## src/scc_map.svh

```systemverilog
/*
 * Register offsets, reset values, field positions and encodings of the
 * system clock configuration block.
 * Assumes byte addressing on a 32-bit APB, one aligned word per register.
 */
`ifndef SCC_MAP_SVH
`define SCC_MAP_SVH

// ====================================================================
// Register offsets (byte addresses)
`define SCC_OFF_MEM_REMAP        12'h000
`define SCC_OFF_PERIPH_RST_CTRL  12'h004
`define SCC_OFF_PLL_CTRL         12'h008
`define SCC_OFF_PLL_STATUS       12'h00C
`define SCC_OFF_XTAL_OSC_CTRL    12'h020
`define SCC_OFF_WDT_OSC_CTRL     12'h024
`define SCC_OFF_RST_CAUSE        12'h030
`define SCC_OFF_PLL_IN_SEL       12'h040
`define SCC_OFF_PLL_IN_UPD       12'h044
`define SCC_OFF_MAIN_CLK_SEL     12'h070
`define SCC_OFF_MAIN_CLK_UPD     12'h074
`define SCC_OFF_SYS_CLK_DIV      12'h078
`define SCC_OFF_CLK_GATE_CTRL    12'h080
`define SCC_OFF_SERIAL_CLK_DIV   12'h094
`define SCC_OFF_PIN_INT_SEL0     12'h178
`define SCC_OFF_PIN_INT_SEL7     12'h194
`define SCC_OFF_WAKE_EN          12'h214
`define SCC_OFF_POWER_RUN_CFG    12'h238

// ====================================================================
// Reset values (contents after the boot loader has run)
`define SCC_RST_MEM_REMAP        32'h0000_0002
`define SCC_RST_PERIPH_RST_CTRL  32'h0000_1FFF
`define SCC_RST_PLL_CTRL         32'h0000_0000
`define SCC_RST_XTAL_OSC_CTRL    32'h0000_0000
`define SCC_RST_WDT_OSC_CTRL     32'h0000_00A0
`define SCC_RST_PLL_IN_SEL       32'h0000_0000
`define SCC_RST_MAIN_CLK_SEL     32'h0000_0000
`define SCC_RST_SYS_CLK_DIV      32'h0000_0001
`define SCC_RST_CLK_GATE_CTRL    32'h0000_001F
`define SCC_RST_SERIAL_CLK_DIV   32'h0000_0000
`define SCC_RST_WAKE_EN          32'h0000_0000
`define SCC_RST_POWER_RUN_CFG    32'h0000_EDF0

// ====================================================================
// Fields and encodings
`define SCC_UPD_BIT              0
`define SCC_LOCK_BIT             0
`define SCC_SEL_W                2
`define SCC_DIV_W                8
`define SCC_PINSEL_W             8
`define SCC_PIN_INT_N            8
`define SCC_MAIN_SEL_IRC         2'h0
`define SCC_MAIN_SEL_PLL         2'h3

`endif

```

## src/scc_pkg.sv

```systemverilog
/*
 * Types of the system clock configuration block: APB request and answer
 * carriers and the state of the glitch-free clock switch.
 * Assumes scc_map.svh for all numeric constants.
 */
package scc_pkg;

    // ================================================================
    // APB carriers
    typedef struct packed {
        logic        psel;
        logic        penable;
        logic        pwrite;
        logic [11:0] paddr;
        logic [31:0] pwdata;
    } scc_apb_req_t;

    typedef struct packed {
        logic [31:0] prdata;
        logic        pready;
        logic        pslverr;
    } scc_apb_rsp_t;

    // ================================================================
    // Main clock switch state
    typedef enum logic [0:0] {
        SCC_SW_RUN  = 1'b0,
        SCC_SW_PARK = 1'b1
    } scc_sw_state_t;

endpackage : scc_pkg

```

## src/scc_system_clock_config.sv

```systemverilog
/*
 * System clock configuration block: main clock selection with a
 * glitch-free switch, system and serial clock dividers, per-peripheral
 * clock enables and resets, analog power and wake-up configuration,
 * reached over APB.
 * Assumes the oscillator and PLL clocks arrive as asynchronous levels much
 * slower than ref_clk; clocks are regenerated as ref_clk-registered levels
 * and one-cycle enable ticks.
 */
// Register access over APB was chosen for this implementation.
// ====================================================================
// Overview of operation
// - Main clock comes from the 12 MHz internal oscillator or the PLL.
// - After reset the internal oscillator drives the main clock.
// - System clock is the main clock divided; it feeds core and peripherals.
// - A system divider of zero stops the system clock.
// - Core clock runs unless the system divider is zero; memory and peripheral clocks are gated.
// - Core and peripheral clocks share one frequency, except serial port.
// - All clocks made here except the wake-up timing oscillator.
// - A register asserts and releases each peripheral reset.
// - Eight pin interrupt sources each select any digital pin.
// - Power switches exist for oscillators, PLL, brown-out and comparator.
// - Wake enables let chosen interrupts wake the chip from deep sleep.
// - Registers are word aligned; undefined offsets are reserved.
// - Reset values equal the contents after the boot loader ran.
`timescale 1ns/100ps
`default_nettype none
`include "scc_map.svh"

module scc_system_clock_config
    import scc_pkg::*;
#(
    parameter int DIV_W = `SCC_DIV_W
) (
    // Clock and reset
    input  wire logic               ref_clk,
    input  wire logic               rstn,
    // APB slave
    input  wire scc_apb_req_t       apb_req,
    output var  scc_apb_rsp_t       apb_rsp,
    // Clock sources and status from the analog side
    input  wire logic               internal_rc_oscillator,
    input  wire logic               pll_clk_in,
    input  wire logic               pll_lock_in,
    input  wire logic [31:0]        reset_cause_in,
    // Generated clocks
    output logic                    main_clk_q,
    output logic                    sys_clk_tick_q,
    output logic                    core_clk_en_q,
    output logic [31:0]             periph_clk_en_q,
    output logic                    serial_clk_tick_q,
    // Peripheral resets, active low
    output logic [31:0]             periph_rst_n_q,
    // Analog and configuration outputs
    output logic [31:0]             pll_ctrl_q,
    output logic [31:0]             xtal_osc_ctrl_q,
    output logic [31:0]             wdt_osc_ctrl_q,
    output logic [1:0]              mem_remap_q,
    output logic [1:0]              pll_in_active_q,
    output logic [15:0]             power_down_q,
    output logic [31:0]             wake_en_q,
    output logic [8*`SCC_PINSEL_W-1:0] pin_int_sel_q
);

    // ================================================================
    // Helpers
    function automatic logic hit(input logic [11:0] a, input logic [11:0] off);
        hit = (a[11:2] == off[11:2]);
    endfunction : hit

    function automatic logic upd_edge(input logic prev, input logic [31:0] wd);
        upd_edge = !prev && wd[`SCC_UPD_BIT];
    endfunction : upd_edge

    // ================================================================
    // Bus decode
    wire logic        acc   = apb_req.psel && apb_req.penable;
    wire logic        wr    = acc && apb_req.pwrite;
    wire logic [11:0] a     = apb_req.paddr;
    wire logic [31:0] wd    = apb_req.pwdata;
    wire logic        pinsel_hit = (a[11:2] >= `SCC_OFF_PIN_INT_SEL0 >> 2)
                                 && (a[11:2] <= `SCC_OFF_PIN_INT_SEL7 >> 2);
    wire logic [2:0]  pinsel_idx = 3'(a[11:2] - 10'(`SCC_OFF_PIN_INT_SEL0 >> 2));
    wire logic        mapped =
        hit(a, `SCC_OFF_MEM_REMAP)      || hit(a, `SCC_OFF_PERIPH_RST_CTRL) ||
        hit(a, `SCC_OFF_PLL_CTRL)       || hit(a, `SCC_OFF_PLL_STATUS)      ||
        hit(a, `SCC_OFF_XTAL_OSC_CTRL)  || hit(a, `SCC_OFF_WDT_OSC_CTRL)    ||
        hit(a, `SCC_OFF_RST_CAUSE)      || hit(a, `SCC_OFF_PLL_IN_SEL)      ||
        hit(a, `SCC_OFF_PLL_IN_UPD)     || hit(a, `SCC_OFF_MAIN_CLK_SEL)    ||
        hit(a, `SCC_OFF_MAIN_CLK_UPD)   || hit(a, `SCC_OFF_SYS_CLK_DIV)     ||
        hit(a, `SCC_OFF_CLK_GATE_CTRL)  || hit(a, `SCC_OFF_SERIAL_CLK_DIV)  ||
        hit(a, `SCC_OFF_WAKE_EN)        || hit(a, `SCC_OFF_POWER_RUN_CFG)   ||
        pinsel_hit;
    wire logic wr_ok = wr && mapped;

    // ================================================================
    // Registers
    logic [31:0]             periph_rst_ctrl_q;
    logic [31:0]             clk_gate_q;
    logic [31:0]             rst_cause_q;
    logic [1:0]              pll_in_sel_q;
    logic                    pll_in_upd_q;
    logic [1:0]              main_sel_q;
    logic                    main_upd_q;
    logic [1:0]              main_pend_q;
    logic [DIV_W-1:0]        sys_div_q;
    logic [DIV_W-1:0]        ser_div_q;
    logic [31:0]             prdata_q;
    logic                    pslverr_q;
    logic [`SCC_PINSEL_W-1:0] pin_sel_q [`SCC_PIN_INT_N];

    always_ff @(posedge ref_clk or negedge rstn) begin
        if (!rstn) begin
            mem_remap_q       <= 2'(`SCC_RST_MEM_REMAP);
            periph_rst_ctrl_q <= `SCC_RST_PERIPH_RST_CTRL;
            pll_ctrl_q        <= `SCC_RST_PLL_CTRL;
            xtal_osc_ctrl_q   <= `SCC_RST_XTAL_OSC_CTRL;
            wdt_osc_ctrl_q    <= `SCC_RST_WDT_OSC_CTRL;
            pll_in_sel_q      <= 2'(`SCC_RST_PLL_IN_SEL);
            main_sel_q        <= 2'(`SCC_RST_MAIN_CLK_SEL);
            sys_div_q         <= DIV_W'(`SCC_RST_SYS_CLK_DIV);
            clk_gate_q        <= `SCC_RST_CLK_GATE_CTRL;
            ser_div_q         <= DIV_W'(`SCC_RST_SERIAL_CLK_DIV);
            wake_en_q         <= `SCC_RST_WAKE_EN;
            power_down_q      <= 16'(`SCC_RST_POWER_RUN_CFG);
        end else if (wr_ok) begin
            if (hit(a, `SCC_OFF_MEM_REMAP))       mem_remap_q       <= wd[1:0];
            if (hit(a, `SCC_OFF_PERIPH_RST_CTRL)) periph_rst_ctrl_q <= wd;
            if (hit(a, `SCC_OFF_PLL_CTRL))        pll_ctrl_q        <= wd;
            if (hit(a, `SCC_OFF_XTAL_OSC_CTRL))   xtal_osc_ctrl_q   <= wd;
            if (hit(a, `SCC_OFF_WDT_OSC_CTRL))    wdt_osc_ctrl_q    <= wd;
            if (hit(a, `SCC_OFF_PLL_IN_SEL))      pll_in_sel_q      <= wd[1:0];
            if (hit(a, `SCC_OFF_MAIN_CLK_SEL))    main_sel_q        <= wd[1:0];
            if (hit(a, `SCC_OFF_SYS_CLK_DIV))     sys_div_q         <= wd[DIV_W-1:0];
            if (hit(a, `SCC_OFF_CLK_GATE_CTRL))   clk_gate_q        <= wd;
            if (hit(a, `SCC_OFF_SERIAL_CLK_DIV))  ser_div_q         <= wd[DIV_W-1:0];
            if (hit(a, `SCC_OFF_WAKE_EN))         wake_en_q         <= wd;
            if (hit(a, `SCC_OFF_POWER_RUN_CFG))   power_down_q      <= wd[15:0];
        end
    end

    // Pin interrupt selects, one byte each.
    always_ff @(posedge ref_clk or negedge rstn) begin
        if (!rstn) begin
            for (int i = 0; i < `SCC_PIN_INT_N; i++) pin_sel_q[i] <= '0;
        end else if (wr_ok && pinsel_hit) begin
            pin_sel_q[pinsel_idx] <= wd[`SCC_PINSEL_W-1:0];
        end
    end

    always_comb begin
        for (int i = 0; i < `SCC_PIN_INT_N; i++)
            pin_int_sel_q[i*`SCC_PINSEL_W +: `SCC_PINSEL_W] = pin_sel_q[i];
    end

    // ================================================================
    // Update registers: a 0 to 1 write applies the pending selection.
    wire logic main_upd_wr = wr_ok && hit(a, `SCC_OFF_MAIN_CLK_UPD);
    wire logic pll_upd_wr  = wr_ok && hit(a, `SCC_OFF_PLL_IN_UPD);

    always_ff @(posedge ref_clk or negedge rstn) begin
        if (!rstn) begin
            main_upd_q      <= 1'b0;
            pll_in_upd_q    <= 1'b0;
            main_pend_q     <= `SCC_MAIN_SEL_IRC;
            pll_in_active_q <= 2'(`SCC_RST_PLL_IN_SEL);
        end else begin
            if (main_upd_wr) begin
                main_upd_q <= wd[`SCC_UPD_BIT];
                if (upd_edge(main_upd_q, wd)) main_pend_q <= main_sel_q;
            end
            if (pll_upd_wr) begin
                pll_in_upd_q <= wd[`SCC_UPD_BIT];
                if (upd_edge(pll_in_upd_q, wd)) pll_in_active_q <= pll_in_sel_q;
            end
        end
    end

    // ================================================================
    // Input synchronisers
    logic [1:0] irc_s_q;
    logic [1:0] pll_s_q;
    logic [1:0] lock_s_q;

    always_ff @(posedge ref_clk or negedge rstn) begin
        if (!rstn) begin
            irc_s_q  <= 2'h0;
            pll_s_q  <= 2'h0;
            lock_s_q <= 2'h0;
        end else begin
            irc_s_q  <= {irc_s_q[0],  internal_rc_oscillator};
            pll_s_q  <= {pll_s_q[0],  pll_clk_in};
            lock_s_q <= {lock_s_q[0], pll_lock_in};
        end
    end

    // ================================================================
    // Glitch-free main clock switch. The output is parked low once the old
    // source is low and until the new source is low, so no pulse is ever cut short.
    scc_sw_state_t sw_q;
    logic          use_pll_q;
    wire logic     want_pll = (main_pend_q == `SCC_MAIN_SEL_PLL);
    wire logic     cur_lvl  = use_pll_q ? pll_s_q[1] : irc_s_q[1];
    wire logic     new_lvl  = want_pll ? pll_s_q[1] : irc_s_q[1];

    always_ff @(posedge ref_clk or negedge rstn) begin
        if (!rstn) begin
            sw_q       <= SCC_SW_RUN;
            use_pll_q  <= 1'b0;
            main_clk_q <= 1'b0;
        end else begin
            case (sw_q)
                SCC_SW_RUN: begin
                    main_clk_q <= cur_lvl;
                    if (want_pll != use_pll_q && !cur_lvl) begin
                        sw_q       <= SCC_SW_PARK;
                        main_clk_q <= 1'b0;
                    end
                end
                SCC_SW_PARK: begin
                    main_clk_q <= 1'b0;
                    if (!new_lvl) begin
                        use_pll_q <= want_pll;
                        sw_q      <= SCC_SW_RUN;
                    end
                end
                default: sw_q <= SCC_SW_RUN;
            endcase
        end
    end

    // ================================================================
    // Dividers, counted on main clock rising edges.
    logic             main_prev_q;
    logic [DIV_W-1:0] sys_cnt_q;
    logic [DIV_W-1:0] ser_cnt_q;
    wire logic        main_rise = main_clk_q && !main_prev_q;
    wire logic        sys_wrap  = (sys_cnt_q >= sys_div_q - DIV_W'(1));
    wire logic        ser_wrap  = (ser_cnt_q >= ser_div_q - DIV_W'(1));

    always_ff @(posedge ref_clk or negedge rstn) begin
        if (!rstn) begin
            main_prev_q       <= 1'b0;
            sys_cnt_q         <= '0;
            ser_cnt_q         <= '0;
            sys_clk_tick_q    <= 1'b0;
            serial_clk_tick_q <= 1'b0;
        end else begin
            main_prev_q       <= main_clk_q;
            sys_clk_tick_q    <= 1'b0;
            serial_clk_tick_q <= 1'b0;
            if (sys_div_q == '0) begin
                sys_cnt_q <= '0;
            end else if (main_rise) begin
                sys_cnt_q      <= sys_wrap ? '0 : sys_cnt_q + DIV_W'(1);
                sys_clk_tick_q <= sys_wrap;
            end
            if (ser_div_q == '0) begin
                ser_cnt_q <= '0;
            end else if (main_rise) begin
                ser_cnt_q         <= ser_wrap ? '0 : ser_cnt_q + DIV_W'(1);
                serial_clk_tick_q <= ser_wrap;
            end
        end
    end

    // Core enable follows every system tick; peripherals only when gated on.
    always_comb begin
        core_clk_en_q   = sys_clk_tick_q;
        periph_clk_en_q = {32{sys_clk_tick_q}} & clk_gate_q;
        periph_rst_n_q  = periph_rst_ctrl_q;
    end

    // ================================================================
    // Reset cause: hardware sets, software clears by writing ones.
    always_ff @(posedge ref_clk or negedge rstn) begin
        if (!rstn) begin
            rst_cause_q <= '0;
        end else begin
            rst_cause_q <= (rst_cause_q
                & ~((wr_ok && hit(a, `SCC_OFF_RST_CAUSE)) ? wd : 32'h0000_0000))
                | reset_cause_in;
        end
    end

    // ================================================================
    // Read path
    function automatic logic [31:0] rd_mux(input logic [11:0] ad);
        rd_mux = 32'h0000_0000;
        if (hit(ad, `SCC_OFF_MEM_REMAP))       rd_mux = {30'h0, mem_remap_q};
        if (hit(ad, `SCC_OFF_PERIPH_RST_CTRL)) rd_mux = periph_rst_ctrl_q;
        if (hit(ad, `SCC_OFF_PLL_CTRL))        rd_mux = pll_ctrl_q;
        if (hit(ad, `SCC_OFF_PLL_STATUS))      rd_mux = {31'h0, lock_s_q[1]};
        if (hit(ad, `SCC_OFF_XTAL_OSC_CTRL))   rd_mux = xtal_osc_ctrl_q;
        if (hit(ad, `SCC_OFF_WDT_OSC_CTRL))    rd_mux = wdt_osc_ctrl_q;
        if (hit(ad, `SCC_OFF_RST_CAUSE))       rd_mux = rst_cause_q;
        if (hit(ad, `SCC_OFF_PLL_IN_SEL))      rd_mux = {30'h0, pll_in_sel_q};
        if (hit(ad, `SCC_OFF_PLL_IN_UPD))      rd_mux = {31'h0, pll_in_upd_q};
        if (hit(ad, `SCC_OFF_MAIN_CLK_SEL))    rd_mux = {30'h0, main_sel_q};
        if (hit(ad, `SCC_OFF_MAIN_CLK_UPD))    rd_mux = {31'h0, main_upd_q};
        if (hit(ad, `SCC_OFF_SYS_CLK_DIV))     rd_mux = 32'(sys_div_q);
        if (hit(ad, `SCC_OFF_CLK_GATE_CTRL))   rd_mux = clk_gate_q;
        if (hit(ad, `SCC_OFF_SERIAL_CLK_DIV))  rd_mux = 32'(ser_div_q);
        if (hit(ad, `SCC_OFF_WAKE_EN))         rd_mux = wake_en_q;
        if (hit(ad, `SCC_OFF_POWER_RUN_CFG))   rd_mux = {16'h0, power_down_q};
    endfunction : rd_mux

    logic [31:0] rd_word;

    // A procedure rather than a net assignment, so that the registers read
    // inside the mux function are part of the sensitivity.
    always_comb begin
        rd_word = pinsel_hit ? 32'(pin_sel_q[pinsel_idx]) : rd_mux(a);
    end

    // Read data is captured in the setup phase so the access phase is one cycle.
    always_ff @(posedge ref_clk or negedge rstn) begin
        if (!rstn) begin
            prdata_q  <= '0;
            pslverr_q <= 1'b0;
        end else if (apb_req.psel && !apb_req.penable) begin
            prdata_q  <= apb_req.pwrite ? 32'h0000_0000 : rd_word;
            pslverr_q <= !mapped;
        end
    end

    always_comb begin
        apb_rsp.prdata  = prdata_q;
        apb_rsp.pready  = 1'b1;
        apb_rsp.pslverr = pslverr_q && acc;
    end

    // The wake-up timing oscillator is owned by power management; no control here.

endmodule : scc_system_clock_config
`default_nettype wire

```

## config.mk

```make
export PLATFORM = sky130hd
export DESIGN_NAME = scc_system_clock_config
export DESIGN_NICKNAME = d
export VERILOG_FILES = /design/src/scc_pkg.sv /design/src/scc_system_clock_config.sv
export VERILOG_INCLUDE_DIRS = /design/src
export SDC_FILE = /design/constraint.sdc
export NUM_CORES = 1
export LEC_CHECK = 0
export BUFFER_PORTS_ARGS = -buffer_cell sky130_fd_sc_hd__buf_2
export CELL_PAD_IN_SITES_DETAIL_PLACEMENT = 2
export CELL_PAD_IN_SITES_GLOBAL_PLACEMENT = 2
export CORE_MARGIN = 10
export CORE_UTILIZATION = 36
export CTS_CLUSTER_SIZE = 12
export DETAILED_ROUTE_END_ITERATION = 6
export PLACE_DENSITY_LB_ADDON = 0.1
export SLEW_MARGIN = 20
export SYNTH_ARGS = -nofsm -noshare
export SYNTH_HDL_FRONTEND = slang
export SYNTH_SLANG_ARGS = --single-unit
export TNS_END_PERCENT = 30
```

## constraint.sdc

```tcl
create_clock -name ref_clk -period 2.8 [get_ports ref_clk]
set_input_delay 0.42 -clock ref_clk [delete_from_list [all_inputs] [get_ports ref_clk]]
set_output_delay 0.42 -clock ref_clk [all_outputs]
set_load 0.03 [all_outputs]
```

==> results.sh <==
export IMPL_r2r_end="sys_cnt_q[2]"
export IMPL_ir_drop_uv=407
export IMPL_grt_antenna_before_repair=8
export IMPL_cts_max_level=2
export IMPL_cp_cell_sequence="inv_1 > ha_1 > inv_1 > nor2_2 > xnor2_1 > ha_1 > a21o_1 > a21oi_1 > nor2b_2 > o21ai_1 > buf_4 > nor3b_1 > a21o_1"
export IMPL_crit_family="flip-flops"
export IMPL_start_util_pct=36.4
export IMPL_seq_area_frac_synth_pct=52.8
export IMPL_final_cell_mix="392 x buf_2, 361 x dfrtp_1, 293 x mux2_2"
export IMPL_first_pass_iters=5
export IMPL_clockBufferDepth=3
export IMPL_die_area_um2=61500
export IMPL_status="finished, final reports clean"
export IMPL_report_final_slew_viol_count=0
export IMPL_yosys_register_bits=393
export IMPL_hp_class="in2reg"
export IMPL_hp_start="reset_cause_in[18]"
export IMPL_avgRoutedWirePerCell_um=29.6
export IMPL_ys_top_cells_by_area="dfrtp_1 48%, mux2_2 18%, dfstp_2 4.5%"
export IMPL_setup_viol=0
export IMPL_synth_top_cell_by_area="dfrtp_1"
export IMPL_fillers=5242
export IMPL_slew_headroom_pct=47.3
export IMPL_dp_final_hpwl_um=57600
export IMPL_fp_coreArea_um2=51400
export IMPL_drt_wl_total_um=81400
export IMPL_grt_usage_pct=25.9
export IMPL_cp_data_required_time_ps=3320
export IMPL_multiInputGateArea_um2=8450
export IMPL_nets=2137
export IMPL_mappedNetlistNets=1670
export IMPL_grt_pass1_vias=17500
export IMPL_power_total_uw=13100
export IMPL_gp_congestion=0.841
export IMPL_seqCellArea_um2=9870
export IMPL_grt_pass1_wl_um=118000
export IMPL_p_leak_uw=0.0120
export IMPL_final_layout_size_suffix_gt1_share_pct=46.9
export IMPL_syn_area_um2=18700
export IMPL_critPathMaxFanout=11
export IMPL_clock_sinks=393
export IMPL_numCtsBuffers=47
export IMPL_rsz0062_at_grt="true"
export IMPL_critPathMaxStageDelay_ps=640
export IMPL_ys_async_sr_fraction_pct=100
export IMPL_cts_tree="built"
export IMPL_core_rowCount=83
export IMPL_crit_arrival_ps=3190
export IMPL_fmax_mhz=375
export IMPL_whs_endpoint="rst_cause_q[18]"
export IMPL_grt_overflow=0
export IMPL_area_growth_pct=28.2
export IMPL_r2r_slack_ps=130
export IMPL_hold_path_depth=2
export IMPL_ant_nets=0
export IMPL_mostFrequentLayoutCell="buf_2"
export IMPL_path_buf_inv=3
export IMPL_syn_inst=1560
export IMPL_r2r_cells=13
export IMPL_ys_types=72
export IMPL_finalClockSkew_ps=19.3
export IMPL_crit_type="reg2reg"
export IMPL_drt_iter0_drc=928
export IMPL_worstMarginPinSlew_ps=784
export IMPL_crit_slowest_cell="dfstp_2"
export IMPL_fin_crit_sh_pct=95.2
export IMPL_io_pins=398
export IMPL_io_buffers=394
export IMPL_vias=15400
export IMPL_clk_pin_slew_ps=60
export IMPL_die_w_um=248
export IMPL_power_density_nw_per_um2=545
export IMPL_setup_tns_ps=0
export IMPL_dpl_instance_area_um2=22200
export IMPL_remaining_drc_errors=0
export IMPL_grt_max_degree=75
export IMPL_cts_root_buf="clkbuf_16"
export IMPL_hold_violations=0
export IMPL_cap_viol_max_count=0
export IMPL_synth_edf_count=0
export IMPL_fin_crit_ps=2670
export IMPL_cp_start_kind="register"
export IMPL_viasPerCell=5.61
export IMPL_ys_warn_count=0
export IMPL_syn_avg_cell_area_um2=12.0
export IMPL_yosysTopAreaCellShare_pct=48.3
export IMPL_timing_rr_start="sys_div_q[0]"
export IMPL_final_cell_area_um2=24000
export IMPL_die_h_um=248
export IMPL_clk_latency_ps=600
export IMPL_end_kind="register"
export IMPL_synthFlopType="dfrtp_1"
sequential cells by signal, summed over array words and instances (netlist names), 32 cells and up:
register,cells
rst_cause_q,32
pin_int_sel_q,64
periph_rst_n_q,32
pll_ctrl_q,32
xtal_osc_ctrl_q,32
prdata_q,32
wake_en_q,32
clk_gate_q,32
wdt_osc_ctrl_q,32
cell usage after synthesis, drive strengths merged, types with 4 or more instances:
library cell,instances
o221ai,8
a22o,18
a22oi,43
buf,50
a221oi,5
ha,26
nand3,20
o21ai,71
o22ai,38
nor4b,6
a211o,4
dfrtp,361
o211ai,12
or4,4
inv,14
or2,4
clkbuf,49
nor3,26
dfstp,32
a221o,19
mux2i,9
nor2b,8
and2,33
a21oi,62
nor4,10
mux2,295
xnor2,14
a21o,37
nand2b,10
nor2,80
a211oi,4
mux4,17
and3,5
nand2,127
metrics by stage:
stage	utilization (%)	hold WS, ps	setup WS [ps]	std cells
2_1_floorplan	-	124	275	1560
3_3_place_gp	43.1	334	63.9	2641
3_5_place_dp	43.1	344	-103	2641
4_1_cts	46.5	1.06	2.05	2745
5_1_grt	46.6	18.3	-36.8	2748
6_report	46.6	28.2	134	2752
worst max path at each step:
stage / slack [ps] / endpoint / start / cells after the start
6_report: 130 / sys_cnt_q[2] / sys_div_q[0] / 13
5_1_grt: -40 / sys_cnt_q[5] / sys_div_q[0] / 13
4_1_cts: 2 / ser_cnt_q[4] / ser_div_q[5] / 11
3_5_place_dp: -100 / pin_int_sel_q[31] / apb_req[35] / 7
3_3_place_gp: 60 / pin_int_sel_q[19] / apb_req[35] / 7
2_1_floorplan: 280 / ser_cnt_q[2] / ser_div_q[4] / 11
repair_timing:
action,4_1_cts,5_1_grt
setup buffers,0,1
hold endpoints to repair,62,0
endpoints found under the setup margin,7,11
pin swaps,1,2
hold buffers,16,0
resized for setup,4,9
report_power, final:
| part | switching [µW] | internal [µW] | leakage [µW] |
|---|---|---|---|
| sequential | 84.8 | 5750 | 0.00515 |
| clock | 2570 | 3700 | 0.000782 |
| combinational | 653 | 314 | 0.00603 |
| total | 3300 | 9770 | 0.0120 |
layout make-up:
type	instances	area share [%]
timing repair buffer	517	13.2
inverter	15	0.235
clock inverter	18	0.767
sequential	393	41.2
antenna	6	0.0626
multi-input combinational	1053	35.2
clock buffer	70	5.77
tap	680	3.55
worst register-to-register path, delay by kind of cell (launching register included):
family / cells / cell delay, ps
DFF: 1 / 640
adders and majority gates: 2 / 540
AOI/OAI and AO/OA: 4 / 520
and+or+nand+nor: 3 / 440
buffers and inverters: 3 / 350
xor gates and xnor gates: 1 / 120
layer usage:
| metal | vias to the layer above | GRT usage, % | wire length, µm |
|---|---|---|---|
| met3 | 95 | 5.58 | 5430 |
| met5 | - | 0 | 36 |
| met1 | 8199 | 33.6 | 34800 |
| li1 | 6670 | - | - |
| met2 | 477 | 43.1 | 39200 |
| met4 | 6 | 6.76 | 1880 |
logic make-up after synthesis:
logic type / count (synthesis) / share of synthesized area, %
simple gates: 346 / 9.27
compound gates: 343 / 12.4
flops: 393 / 52.8
xor+xnor: 16 / 0.749
fa+ha+maj: 26 / 1.74
mux: 321 / 20.3
buf+inv: 114 / 2.74
other cells: 1 / 0.0201
Power figures use the tool's default switching activity.
